$ cat src/hw/irq_flag_enable_map.svh
`ifndef IRQ_FLAG_ENABLE_MAP_SVH
`define IRQ_FLAG_ENABLE_MAP_SVH

// register word addresses on the plain port
`define ADDR_FLAGS_THREE 4'h0
`define ADDR_FLAGS_FOUR 4'h1
`define ADDR_FLAGS_FIVE 4'h2
`define ADDR_ENABLES_ZERO 4'h3

// implemented-bit masks; every other bit reads zero and ignores writes
`define MASK_FLAGS_THREE 16'h4006
`define MASK_FLAGS_FOUR 16'h210E
`define MASK_FLAGS_FIVE 16'h0001
`define MASK_ENABLES_ZERO 16'hBFEF

// field positions in the flag registers
`define BIT_CALENDAR 14
`define BIT_I2C_B_MASTER 2
`define BIT_I2C_B_SLAVE 1
`define BIT_CHARGE_TIME 13
`define BIT_VOLT_DETECT 8
`define BIT_CHECKSUM 3
`define BIT_UART_B_ERR 2
`define BIT_UART_A_ERR 1
`define BIT_LOW_POWER_WAKE 0

// field positions in the enable register
`define BIT_NVM 15
`define BIT_CONV_DONE 13
`define BIT_UART_A_TX 12
`define BIT_UART_A_RX 11
`define BIT_SPI_A_DONE 10
`define BIT_SPI_A_FAULT 9
`define BIT_TIMER_C 8
`define BIT_TIMER_B 7
`define BIT_COMPARE_B 6
`define BIT_CAPTURE_B 5
`define BIT_TIMER_A 3
`define BIT_COMPARE_A 2
`define BIT_CAPTURE_A 1
`define BIT_EXT_PIN_ZERO 0

`define RESET_REG 16'h0000

`endif

$ cat src/hw/irq_flag_enable_pkg.sv
package irq_flag_enable_pkg;

    typedef logic [15:0] word_t;

    // register-port request
    typedef struct packed {
        logic [3:0] addr;
        logic [15:0] wdata;
        logic wr;
        logic rd;
    } bus_req_t;

    // hardware set events, one strobe per flag bit
    typedef struct packed {
        logic calendar;
        logic i2cBMaster;
        logic i2cBSlave;
        logic chargeTime;
        logic voltDetect;
        logic checksum;
        logic uartBErr;
        logic uartAErr;
        logic lowPowerWake;
    } flag_events_t;

endpackage : irq_flag_enable_pkg

$ cat src/hw/irq_flag_enable_bank.sv
`timescale 1ns/100ps
`include "irq_flag_enable_map.svh"
// Overview of operation
// RL1 - flags three bit 14 sets on a calendar clock request
// RL2 - flags three bit 2 on I2C-B master, bit 1 on I2C-B slave
// RL3 - flags four bit 13 sets on charge-time unit request
// RL4 - flags four bit 8 sets on voltage detector request
// RL5 - flags four bit 3 sets on checksum unit request
// RL6 - flags four bit 2 on UART-B error, bit 1 on UART-A error
// RL7 - flags five bit 0 sets on low-power wake; bits 15..1 unused
// RL8 - a flag reads one after its request occurred, else zero
// RL9 - flags set by hardware, software read/write, cleared at reset
// RL10 - unimplemented bits read zero and ignore writes
// RL11 - enable zero bit 15 gates memory request; bit 14 unused
// RL12 - enable zero bit 13 gates conversion-done request
// RL13 - bit 12 gates UART-A transmit, bit 11 UART-A receive
// RL14 - bit 10 gates SPI-A done, bit 9 SPI-A fault
// RL15 - bits 8, 7, 3 gate timers C, B, A; bit 4 unused
// RL16 - bit 6 gates compare B, bit 5 capture B
// RL17 - bit 2 gates compare A, bit 1 capture A
// RL18 - bit 0 gates external pin zero request
// RL19 - enable one passes request, zero blocks; read/write, reset zero
// RL20 - request forwarded only while flag and enable both set; flagRequests here forwards the set flag alone, with no enable
// RL21 - hardware set wins over a same-cycle software clear
module irq_flag_enable_bank (
    input wire logic clk_sys, // system clock, 25 MHz
    input wire logic rst, // asynchronous reset, active high
    input irq_flag_enable_pkg::bus_req_t busReq, // register port request
    output irq_flag_enable_pkg::word_t rdData, // read data, cycle after read
    input irq_flag_enable_pkg::flag_events_t flagEvents, // flag set pulses
    input irq_flag_enable_pkg::word_t enableSources, // requests gated by enables
    output irq_flag_enable_pkg::word_t gatedRequests, // enabled requests
    output logic [8:0] flagRequests // set flags alone, no enable, event order
);
    import irq_flag_enable_pkg::*;

    //--------------------------------------------------------------
    // flag registers
    //--------------------------------------------------------------
    word_t flagsThree;
    word_t flagsFour;
    word_t flagsFive;
    word_t enablesZero;
    word_t setThree;
    word_t setFour;
    word_t setFive;
    word_t next_flagsThree;
    word_t next_flagsFour;
    word_t next_flagsFive;

    // event strobes placed at their bit positions
    always_comb begin
        setThree = 16'h0000;
        setFour = 16'h0000;
        setFive = 16'h0000;
        setThree[`BIT_CALENDAR] = flagEvents.calendar; // [RL1]
        setThree[`BIT_I2C_B_MASTER] = flagEvents.i2cBMaster; // [RL2]
        setThree[`BIT_I2C_B_SLAVE] = flagEvents.i2cBSlave; // [RL2]
        setFour[`BIT_CHARGE_TIME] = flagEvents.chargeTime; // [RL3]
        setFour[`BIT_VOLT_DETECT] = flagEvents.voltDetect; // [RL4]
        setFour[`BIT_CHECKSUM] = flagEvents.checksum; // [RL5]
        setFour[`BIT_UART_B_ERR] = flagEvents.uartBErr; // [RL6]
        setFour[`BIT_UART_A_ERR] = flagEvents.uartAErr; // [RL6]
        setFive[`BIT_LOW_POWER_WAKE] = flagEvents.lowPowerWake; // [RL7]
    end

    // a software write replaces the value, then hardware sets are OR-ed in last
    // so an event in the clearing cycle survives; masks keep unused bits at zero
    always_comb begin
        next_flagsThree = flagsThree;
        next_flagsFour = flagsFour;
        next_flagsFive = flagsFive;
        if (busReq.wr && busReq.addr == `ADDR_FLAGS_THREE) begin
            next_flagsThree = busReq.wdata; // [RL9]
        end else if (busReq.wr && busReq.addr == `ADDR_FLAGS_FOUR) begin
            next_flagsFour = busReq.wdata;
        end else if (busReq.wr && busReq.addr == `ADDR_FLAGS_FIVE) begin
            next_flagsFive = busReq.wdata;
        end
        next_flagsThree = (next_flagsThree | setThree) & `MASK_FLAGS_THREE; // [RL21] [RL10]
        next_flagsFour = (next_flagsFour | setFour) & `MASK_FLAGS_FOUR; // [RL21] [RL10]
        next_flagsFive = (next_flagsFive | setFive) & `MASK_FLAGS_FIVE; // [RL21] [RL10]
    end

    // flags hold until software clears them
    always_ff @(posedge clk_sys or posedge rst) begin
        if (rst) begin
            flagsThree <= `RESET_REG; // [RL9]
            flagsFour <= `RESET_REG;
            flagsFive <= `RESET_REG;
        end else begin
            flagsThree <= next_flagsThree; // [RL8] [RL20]
            flagsFour <= next_flagsFour;
            flagsFive <= next_flagsFive;
        end
    end

    //--------------------------------------------------------------
    // enable register
    //--------------------------------------------------------------
    // only implemented enable bits store; bits 14 and 4 stay zero
    always_ff @(posedge clk_sys or posedge rst) begin
        if (rst) begin
            enablesZero <= `RESET_REG; // [RL19]
        end else if (busReq.wr && busReq.addr == `ADDR_ENABLES_ZERO) begin
            enablesZero <= busReq.wdata & `MASK_ENABLES_ZERO; // [RL11] [RL15] [RL10]
        end
    end

    //--------------------------------------------------------------
    // request outputs
    //--------------------------------------------------------------
    // registered so outputs leave flops; costs one cycle of latency
    always_ff @(posedge clk_sys or posedge rst) begin
        if (rst) begin
            gatedRequests <= 16'h0000;
            flagRequests <= 9'h000;
        end else begin
            // bit positions match enable fields 15..0
            gatedRequests <= enableSources & enablesZero; // [RL12] [RL13] [RL14] [RL16] [RL17] [RL18] [RL19]
            // no enables for these flags live here; forward the set flag itself
            flagRequests <= {flagsThree[`BIT_CALENDAR], flagsThree[`BIT_I2C_B_MASTER],
                flagsThree[`BIT_I2C_B_SLAVE], flagsFour[`BIT_CHARGE_TIME],
                flagsFour[`BIT_VOLT_DETECT], flagsFour[`BIT_CHECKSUM],
                flagsFour[`BIT_UART_B_ERR], flagsFour[`BIT_UART_A_ERR],
                flagsFive[`BIT_LOW_POWER_WAKE]}; // [RL20]
        end
    end

    //--------------------------------------------------------------
    // read port
    //--------------------------------------------------------------
    // data stands one cycle after the read strobe, zero otherwise or if unmapped
    always_ff @(posedge clk_sys or posedge rst) begin
        if (rst) begin
            rdData <= 16'h0000;
        end else if (busReq.rd && busReq.addr == `ADDR_FLAGS_THREE) begin
            rdData <= flagsThree; // [RL8]
        end else if (busReq.rd && busReq.addr == `ADDR_FLAGS_FOUR) begin
            rdData <= flagsFour;
        end else if (busReq.rd && busReq.addr == `ADDR_FLAGS_FIVE) begin
            rdData <= flagsFive;
        end else if (busReq.rd && busReq.addr == `ADDR_ENABLES_ZERO) begin
            rdData <= enablesZero;
        end else begin
            rdData <= 16'h0000;
        end
    end

    //--------------------------------------------------------------
    // helper views for the checks
    //--------------------------------------------------------------
    // the nine event-driven flags by name; checks only, no output uses them
    wire calendarEventFlag = flagsThree[`BIT_CALENDAR];
    wire i2cBMasterEventFlag = flagsThree[`BIT_I2C_B_MASTER];
    wire i2cBSlaveEventFlag = flagsThree[`BIT_I2C_B_SLAVE];
    wire chargeTimeUnitFlag = flagsFour[`BIT_CHARGE_TIME];
    wire voltageDetectFlag = flagsFour[`BIT_VOLT_DETECT];
    wire checksumUnitFlag = flagsFour[`BIT_CHECKSUM];
    wire uartBErrorFlag = flagsFour[`BIT_UART_B_ERR];
    wire uartAErrorFlag = flagsFour[`BIT_UART_A_ERR];
    wire lowPowerWakeFlag = flagsFive[`BIT_LOW_POWER_WAKE];
    // the same nine as a vector, in flagRequests order
    logic [8:0] flagNine;
    // the nine event strobes as one vector, same order
    logic [8:0] evVec;
    // all three flag words side by side, for per-bit hold checks
    logic [47:0] allFlags;

    assign flagNine = {calendarEventFlag, i2cBMasterEventFlag, i2cBSlaveEventFlag,
        chargeTimeUnitFlag, voltageDetectFlag, checksumUnitFlag, uartBErrorFlag,
        uartAErrorFlag, lowPowerWakeFlag};
    assign evVec = flagEvents;
    assign allFlags = {flagsFive, flagsFour, flagsThree};

    //--------------------------------------------------------------
    // per-bit checks
    //--------------------------------------------------------------
    // every flag bit stays set until software writes a word
    for (genvar g = 0; g < 48; g++) begin : g_flagHold

    end

    // each event reaches its request two cycles on; a request needs its flag
    for (genvar g = 0; g < 9; g++) begin : g_evRequest

    end

    // an enabled source passes a cycle later; a blocked one never does
    for (genvar g = 0; g < 16; g++) begin : g_gate

    end
endmodule : irq_flag_enable_bank

$ cat config.mk
export PLATFORM = sky130hd
export DESIGN_NAME = irq_flag_enable_bank
export DESIGN_NICKNAME = d
export VERILOG_FILES = /design/src/hw/irq_flag_enable_pkg.sv /design/src/hw/irq_flag_enable_bank.sv
export VERILOG_INCLUDE_DIRS = /design/src /design/src/hw
export SDC_FILE = /design/constraint.sdc
export NUM_CORES = 1
export LEC_CHECK = 0
export BUFFER_PORTS_ARGS = -buffer_cell sky130_fd_sc_hd__buf_4
export CAP_MARGIN = 20
export CORE_MARGIN = 2
export CORE_UTILIZATION = 44
export DETAILED_ROUTE_END_ITERATION = 6
export HOLD_SLACK_MARGIN = 0.02
export PLACE_DENSITY = 0.74
export SKIP_LAST_GASP = 1
export SYNTH_ARGS = -nofsm -noshare
export SYNTH_HDL_FRONTEND = slang
export SYNTH_SLANG_ARGS = --single-unit
$ cat constraint.sdc
create_clock -name clk_sys -period 4 [get_ports clk_sys]
set_clock_uncertainty 0.15 [all_clocks]
set_input_delay 0.4 -clock clk_sys [delete_from_list [all_inputs] [get_ports clk_sys]]
set_output_delay 0.4 -clock clk_sys [all_outputs]
set_load 0.03 [all_outputs]
### Word level (Yosys, flattened, before mapping)

Cells that the tools add are included.

* add/sub/neg operators: 0
* $mul: 0
* div/mod/pow operators: 0
* $lt $le $gt $ge: 0
* equal/unequal tests: 3
* shift operators: 0
* mux-type cells: 10
* bitwise logic cells: 4
* reductions and logical operators: 9

Operators by type and width (number)
* $mux W16: 4
* $mux W14: 2
* $and A16 B16 Y16: 1
* $mux W15: 1
* $or A15 B15 Y15: 1
* $or A14 B14 Y14: 1
* $eq A4 B2 Y1 const B: 2
* $logic_and A1 B1 Y1: 8
* $eq A4 B1 Y1 const B: 1
* $logic_not A4 Y1: 1
* $mux W1: 3
* $or A1 B1 Y1: 1

* register bits: 64
* bits in latches: 0
* memory bits (writable): 0
* memory bits (read-only): 0
* input port bits: 49
* output and inout port bits: 41
* word-level logic and storage cells: 33
* memories: 0

### Depth between registers and ports, before layout

Gate-level depths: netlist of run 1.

* word-level depth: 6
* gate-level depth with buffers: 5
* mapped depth without buffers: 3

### Least setup slack after synthesis of run 1

OpenSTA, ideal clock, no wires.

* kind: input -> register
* from: input busReq[18] (netlist name)
* to: register enablesZero[0]
* library setup time: 0.125 ns
* arrival time: 1.381 ns
* data required time: 3.725 ns
* setup slack: 2.344 ns
* cell stages on the path: 5
* buffers on the path: 3
* cells stage by stage: clkbuf_1 -> and3_1 -> buf_4 -> buf_8 -> mux2_4

* word-level cells in the longest chain between the ends: 2

Ends and longest elaborated chain
* start, declared: RTL line irq_flag_enable_bank.sv:28 `input irq_flag_enable_pkg::bus_req_t busReq,`
* $eq A4 B2 Y1 (no line)
* $logic_and A1 B1 Y1 (no line)
* end signal, assigned: RTL line irq_flag_enable_bank.sv:104 `` enablesZero <= `RESET_REG; ``
* end signal, assigned: RTL line irq_flag_enable_bank.sv:106 `` enablesZero <= busReq.wdata & `MASK_ENABLES_ZERO; ``
* end, declared: RTL line irq_flag_enable_bank.sv:43 `word_t enablesZero;`

No other way between the ends.
A chain may end at the register's enable or synchronous reset.

### Final worst setup path of run 1

* from: input busReq[21] (netlist name)
* to: register enablesZero[5]

Same word-level chain as after synthesis.

==> results.json, run 1 <==
{
  "cts.path.max_buffers": 2,
  "dieArea_um2": 5750,
  "clkSinkCount": 61,
  "hold_slack_ns": 0.113,
  "finalHoldViolations": 0,
  "cts_made_buffers": 9,
  "drive_above_1_share": 0.472,
  "firstDrtPassIters": 4,
  "crit_required_ns": 4.06,
  "cp_cell_sequence": "buf_4 -> nor3b_4 -> and3_1 -> mux2_2",
  "num_rows": 26,
  "critPathTopFamily": "simple AND/OR/NAND/NOR gates",
  "setup_ws_ns": 2.00,
  "wl_mm": 4.53,
  "cpMaxStageDelayCell": "and3_1",
  "powerDensity_nw_per_um2": 505,
  "dpl.hpwl_mm": 3.36,
  "drtIter0Drc": 55,
  "netlist_instances": 159,
  "ant_nets": 0,
  "cp_num_buf_inv": 1,
  "synth_seq_cells": 61,
  "status": "finished clean",
  "pin_count": 90,
  "power_w": 0.00162,
  "slew_viol_final": 0,
  "pre_cts_slack_ns": 1.65,
  "syn_to_final_growth_pct": 41.3,
  "cts_tree": "built",
  "netlist.area_leader.share": 0.673,
  "synth_top_area_cell": "dfrtp_1",
  "initial_core_util": 0.450,
  "tightest_slew_ns": 0.920,
  "via_per_inst": 4.66,
  "global_route.usage.total": 0.168,
  "place_area_um2": 2940,
  "grt_max_degree": 35,
  "antenna_cells": 0,
  "htree_levels": 3,
  "syn_area_per_cell_um2": 14.3,
  "critPathLaunchType": "input pin",
  "clk_pin_slew_ns": 0.07,
  "gp_congestion": 0.873,
  "grt_pass1_vias": 1504,
  "leakagePower_nw": 1.59,
  "yosysUniqueCellTypes": 26,
  "critical_path_class": "in -> reg",
  "clock_latency_ns": 0.33,
  "routedWlPerCell_um": 14.0,
  "core_area_um2": 5040,
  "hp-class": "in -> reg",
  "synth_edf_count": 0,
  "crit_fanout": 14,
  "synthArstFlopShare": 1.00,
  "ctsResizeCount": 0,
  "synth_common_cells": "dfrtp_1 (61), and2_1 (22), nor2_1 (17), mux2_4 (10), mux2i_1 (8)",
  "fmax_mhz": 501,
  "post-route-period-util": 0.499,
  "max_stage_delay_ns": 0.81,
  "setup_violations": 0,
  "nets": 298,
  "numPortBuffers": 83,
  "cts_setup_buffers": 0,
  "arrival_ns": 2.06,
  "overflow": 0,
  "final_area_um2": 3210,
  "yosysWarnings": 0,
  "yosysSeqAreaShare": 0.673,
  "root_buffer": "clkbuf_8",
  "grt_pass1_wl_mm": 6.98,
  "synth.most_common_cell": "dfrtp_1",
  "setup_tns_ns": 0,
  "syn_area_um2": 2270,
  "die_x_um": 75.8,
  "period_needed_ns": 2.00,
  "rsz0062_at_grt": "false",
  "drc": 0,
  "vias": 1510,
  "cap_violations": 0,
  "antenna_found_initial": 0,
  "vdd_drop_max_uv": 304,
  "synth.top_cells.by_area": "dfrtp_1 (67%), mux2_4 (6.6%), and2_1 (6.1%), mux2i_1 (3.5%), mux2_2 (3.0%)",
  "slew_headroom": 0.387,
  "cp-end-kind": "flop",
  "ys.flop_type": "dfrtp_1",
  "die_y_um": 75.8
}
==> routing by layer <==
layer / routed length (µm) / GRT usage / vias to the layer above / share of wire
met4: 66 / 0.0741 / 0 / 0.015
met1: 1860 / 0.206 / 733 / 0.41
li1: - / - / 704 / -
met2: 2220 / 0.270 / 66 / 0.49
met5: 0 / 0 / - / 0
met3: 379 / 0.0595 / 7 / 0.084
==> cell families after synthesis <==
kind of cell           Yosys count  synth area share
other                            1           0.00165
DFF                             61             0.673
AOI/OAI and AO/OA               11            0.0336
buffers and inverters            9            0.0270
and+or+nand+nor                 53             0.133
muxes                           24             0.131
==> power breakdown <==
part	internal (W)	total, W	switching, W
Combinational	0.000117	0.000228	0.000111
Sequential	0.000675	0.000705	0.0000303
Clock	0.000466	0.000687	0.000221
==> sequential cells by signal, summed over array words and instances, names as in the netlist <==
name and cells:
enablesZero 14, flagsFive 1, gatedRequests 14, flagsFour 5, rdData 15, flagRequests 9
flagsThree 3
==> stage by stage <==
step	util	instances
after floorplan	-	161
after CTS	0.636	324
after global routing	0.636	324
final	0.636	324
after global placement	0.582	307
after detailed placement	0.582	307
==> worst reg2reg max path: cells and delay by family (launching register included) <==
family / cells / cell delay [ns]
simple gates: 1 / 0.07
flops: 1 / 0.40
compound gates: 1 / 0.18
mux: 1 / 0.28
==> worst paths after layout <==
check | startpoint | end | slack (ns) | depth (start not counted)
worst max-delay path | busReq[21] | enablesZero[5] | 2.00 | 4
worst min-delay path | flagEvents[6] | flagsThree[1] | 0.11 | 3
worst max register to register | enablesZero[2] | rdData[2] | 2.80 | 3
worst min register to register | flagsThree[2] | flagRequests[7] | 0.25 | 0
max in group asynchronous | rst | flagsThree[2] | 2.33 | 4
min in group asynchronous | rst | rdData[15] | 0.53 | 3
==> layout make-up <==
cell class	count	area (µm²)
tap	70	87.6
timing repair buffer	85	641
clock inverter	3	90.1
sequential	61	1530
inverter	1	3.75
clock buffer	13	169
multi-input combinational	91	688
fill	414	1840
==> layout by cell type (no fill, tap or decap) <==
cell,instances
bufinv_16,3
mux2_4,10
nor3b_1,1
o21ai_0,3
nand2_1,5
dlygate4sd3_1,1
nor3b_4,1
dfrtp_1,61
a21boi_0,1
or2_2,1
conb_1,3
clkbuf_8,12
and2_1,22
or3b_2,1
nor4b_2,1
clkbuf_1,1
a311o_1,1
inv_2,1
a32o_1,1
a31oi_1,3
nor2_1,17
mux2_2,6
buf_4,84
nand3b_1,1
and3_1,3
a22oi_1,2
mux2i_1,8
==> repair_timing <==
item | CTS | global route
hold buffers | 1 | 0
endpoints found under the hold margin | 27 | 0
endpoints found under the setup margin | 0 | 0
Note: power is estimated with default switching activity, not from simulation.
==> run 2: changes to the inputs <==
--- a/config.mk
+++ b/config.mk
@@ -6,10 +6,11 @@
 export SDC_FILE = /design/constraint.sdc
 export NUM_CORES = 1
 export LEC_CHECK = 0
+export ABC_AREA = 1
 export BUFFER_PORTS_ARGS = -buffer_cell sky130_fd_sc_hd__buf_4
 export CAP_MARGIN = 20
 export CORE_MARGIN = 2
-export CORE_UTILIZATION = 44
+export CORE_UTILIZATION = 43
 export DETAILED_ROUTE_END_ITERATION = 6
 export HOLD_SLACK_MARGIN = 0.02
 export PLACE_DENSITY = 0.74
==> constraint.sdc (replaced) <==
create_clock -name clk_sys -period 1.8 [get_ports clk_sys]
set_clock_uncertainty 0.15 [all_clocks]
set_input_delay 0.18 -clock clk_sys [delete_from_list [all_inputs] [get_ports clk_sys]]
set_output_delay 0.18 -clock clk_sys [all_outputs]
set_load 0.03 [all_outputs]
==> results.json, run 2 <==
{
  "status": "finished clean",
  "critPathLaunchType": "input pin",
  "pin_count": 90,
  "htree_levels": 3,
  "largest_reg_flops": 15,
  "cts_made_buffers": 9,
  "synth.top_cells.by_area": "dfrtp_1 (65%), nand2_1 (8.1%), inv_1 (8.0%), nand4_1 (4.2%), o21ai_2 (3.7%)",
  "drc": 0,
  "global_route.usage.total": 0.195,
  "slew_viol_final": 0,
  "power_frac_comb": 0.156,
  "grt_pass1_vias": 1995,
  "grt_max_degree": 43,
  "finalHoldViolations": 0,
  "synth_top_area_cell": "dfrtp_1",
  "syn_area_per_cell_um2": 10.1,
  "firstDrtPassIters": 4,
  "fmax_mhz": 625,
  "core_area_um2": 5200,
  "initial_core_util": 0.453,
  "clk_pin_slew_ns": 0.06,
  "num_rows": 26,
  "grt_pass1_wl_mm": 9.04,
  "synthArstFlopShare": 1.00,
  "setup_violations": 0,
  "seqPwrFrac": 0.439,
  "drtIter0Drc": 124,
  "max_stage_delay_ns": 0.56,
  "p_sw_frac": 0.239,
  "r2r_setup_slack_ns": 0.42,
  "r2r-end": "flagsFour[2]",
  "dieArea_um2": 6090,
  "hold_buffers": 47,
  "gp_congestion": 0.845,
  "layout_commonest_cell": "buf_4",
  "die_y_um": 78.0,
  "p_int_w": 0.00270,
  "routedWlPerCell_um": 12.2,
  "most-common-layout-cells": "buf_4 (84), dfrtp_1 (61), nand2_1 (51), inv_1 (49), dlygate4sd3_1 (47)",
  "numPortBuffers": 83,
  "ant_nets": 0,
  "cap_violations": 0,
  "yosysUniqueCellTypes": 18,
  "critical_path_class": "in -> reg",
  "antenna_cells": 0,
  "cp_cell_sequence": "buf_4 -> nor2_2 -> nand3_1 -> nand2_1 -> nand3_1 -> dlygate4sd3_1",
  "nets": 418,
  "cpMaxStageDelayCell": "dlygate4sd3_1",
  "syn_to_final_growth_pct": 58.9,
  "min_to": "rdData[2]",
  "r2r_start": "flagsFour[2]",
  "crit_path_frequent_cell": "nand3_1",
  "netlist.area_leader.share": 0.648,
  "cts_setup_buffers": 0,
  "regMostFlops": "rdData",
  "synth.most_common_cell": "dfrtp_1",
  "wl_mm": 5.41,
  "syn_area_um2": 2360,
  "yosysSeqAreaShare": 0.648,
  "critPathTopFamily": "simple AND/OR/NAND/NOR gates",
  "clkSinkCount": 61,
  "synth_common_cells": "dfrtp_1 (61), nand2_1 (51), inv_1 (50), nand4_1 (16), nand3_1 (14)",
  "cts_tree": "built",
  "cp_num_buf_inv": 2,
  "cts.path.max_buffers": 2,
  "hp-class": "in -> reg",
  "dpl.hpwl_mm": 3.34,
  "leakagePower_nw": 2.00,
  "hp-start": "busReq[20]",
  "via_per_inst": 4.51,
  "ctsResizeCount": 0,
  "ys.flop_type": "dfrtp_1",
  "cp-end-kind": "flop",
  "rsz0062_at_grt": "false",
  "hold_slack_ns": 0.0416,
  "arrival_ns": 1.66,
  "root_buffer": "clkbuf_8",
  "crit_fanout": 9,
  "netlist_instances": 233,
  "die_x_um": 78.0,
  "hold-path-cell-count": 4,
  "top_regs": "rdData (15), enablesZero (14), gatedRequests (14)",
  "post-route-period-util": 0.889,
  "antenna_found_initial": 0,
  "clock_latency_ns": 0.32,
  "synth_seq_cells": 61,
  "drive_above_1_share": 0.307,
  "p_clk_frac": 0.405,
  "p_sw_w": 0.000849,
  "r2r_cells": 3,
  "powerDensity_nw_per_um2": 947,
  "setup_tns_ns": 0,
  "yosysWarnings": 0,
  "period_needed_ns": 1.60,
  "crit_required_ns": 1.85,
  "vias": 2003,
  "overflow": 0,
  "synth_edf_count": 0,
  "power_w": 0.00355,
  "vdd_drop_max_uv": 491
}
[run 2: routing by layer]
metal  GRT usage  part of all wire
met5           0                 0
met4       0.111             0.021
met1       0.238              0.40
met2       0.333              0.52
met3      0.0276             0.059
[run 2: power groups by stage]
stage | Combinational (W) | Sequential (W) | Clock [W]
final | 0.000552 | 0.00156 | 0.00144
after global routing | 0.000608 | 0.00157 | 0.00154
after CTS | 0.000551 | 0.00156 | 0.00147
after detailed placement | 0.000476 | 0.00158 | 0
after global placement | 0.000467 | 0.00158 | 0
after floorplan | 0.000193 | 0.00166 | 0
[run 2: logic make-up (layout without fill, tap and decap cells)]
group	after synthesis	in the layout	synth area share
DFF	61	61	0.648
and+or+nand+nor	97	97	0.193
AOI/OAI and AO/OA	14	14	0.0457
buffers and inverters	60	199	0.112
other	1	3	0.00159
[run 2: how the worst max path moves through the flow]
stage	from	end	slack, ns	cells past startpoint
2_1_floorplan	busReq[21]	enablesZero[13]	0.79	5
3_3_place_gp	busReq[21]	enablesZero[9]	0.38	5
3_5_place_dp	busReq[21]	enablesZero[12]	0.38	5
4_1_cts	busReq[21]	flagsThree[14]	0.26	7
5_1_grt	busReq[19]	flagsFour[3]	0.06	6
6_report	busReq[19]	flagsFour[3]	0.20	6
[run 2: layout make-up]
class	count	area (µm²)
well taps	70	87.6
inverters	51	195
repair buffers	132	1120
flip-flops and latches	61	1530
fillers	390	1460
clock inverters	4	95.1
multi-input cells	114	574
clock buffers	12	145
[run 2: worst min-delay path, cell delays in order]
cell	delay [ns]
buf_4	0.09
nor2_4	0.06
nand4_1	0.08
nand3_1	0.06
[run 2: metrics by stage]
step	instance area (µm²)	utilization	cells	worst slack (ns)
finish	3740	0.719	444	0.199
global route	3740	0.719	444	0.0557
CTS	3740	0.719	444	0.255
detailed placement	3030	0.583	381	0.384
global placement	3030	0.583	381	0.381
floorplan	2370	-	235	0.793
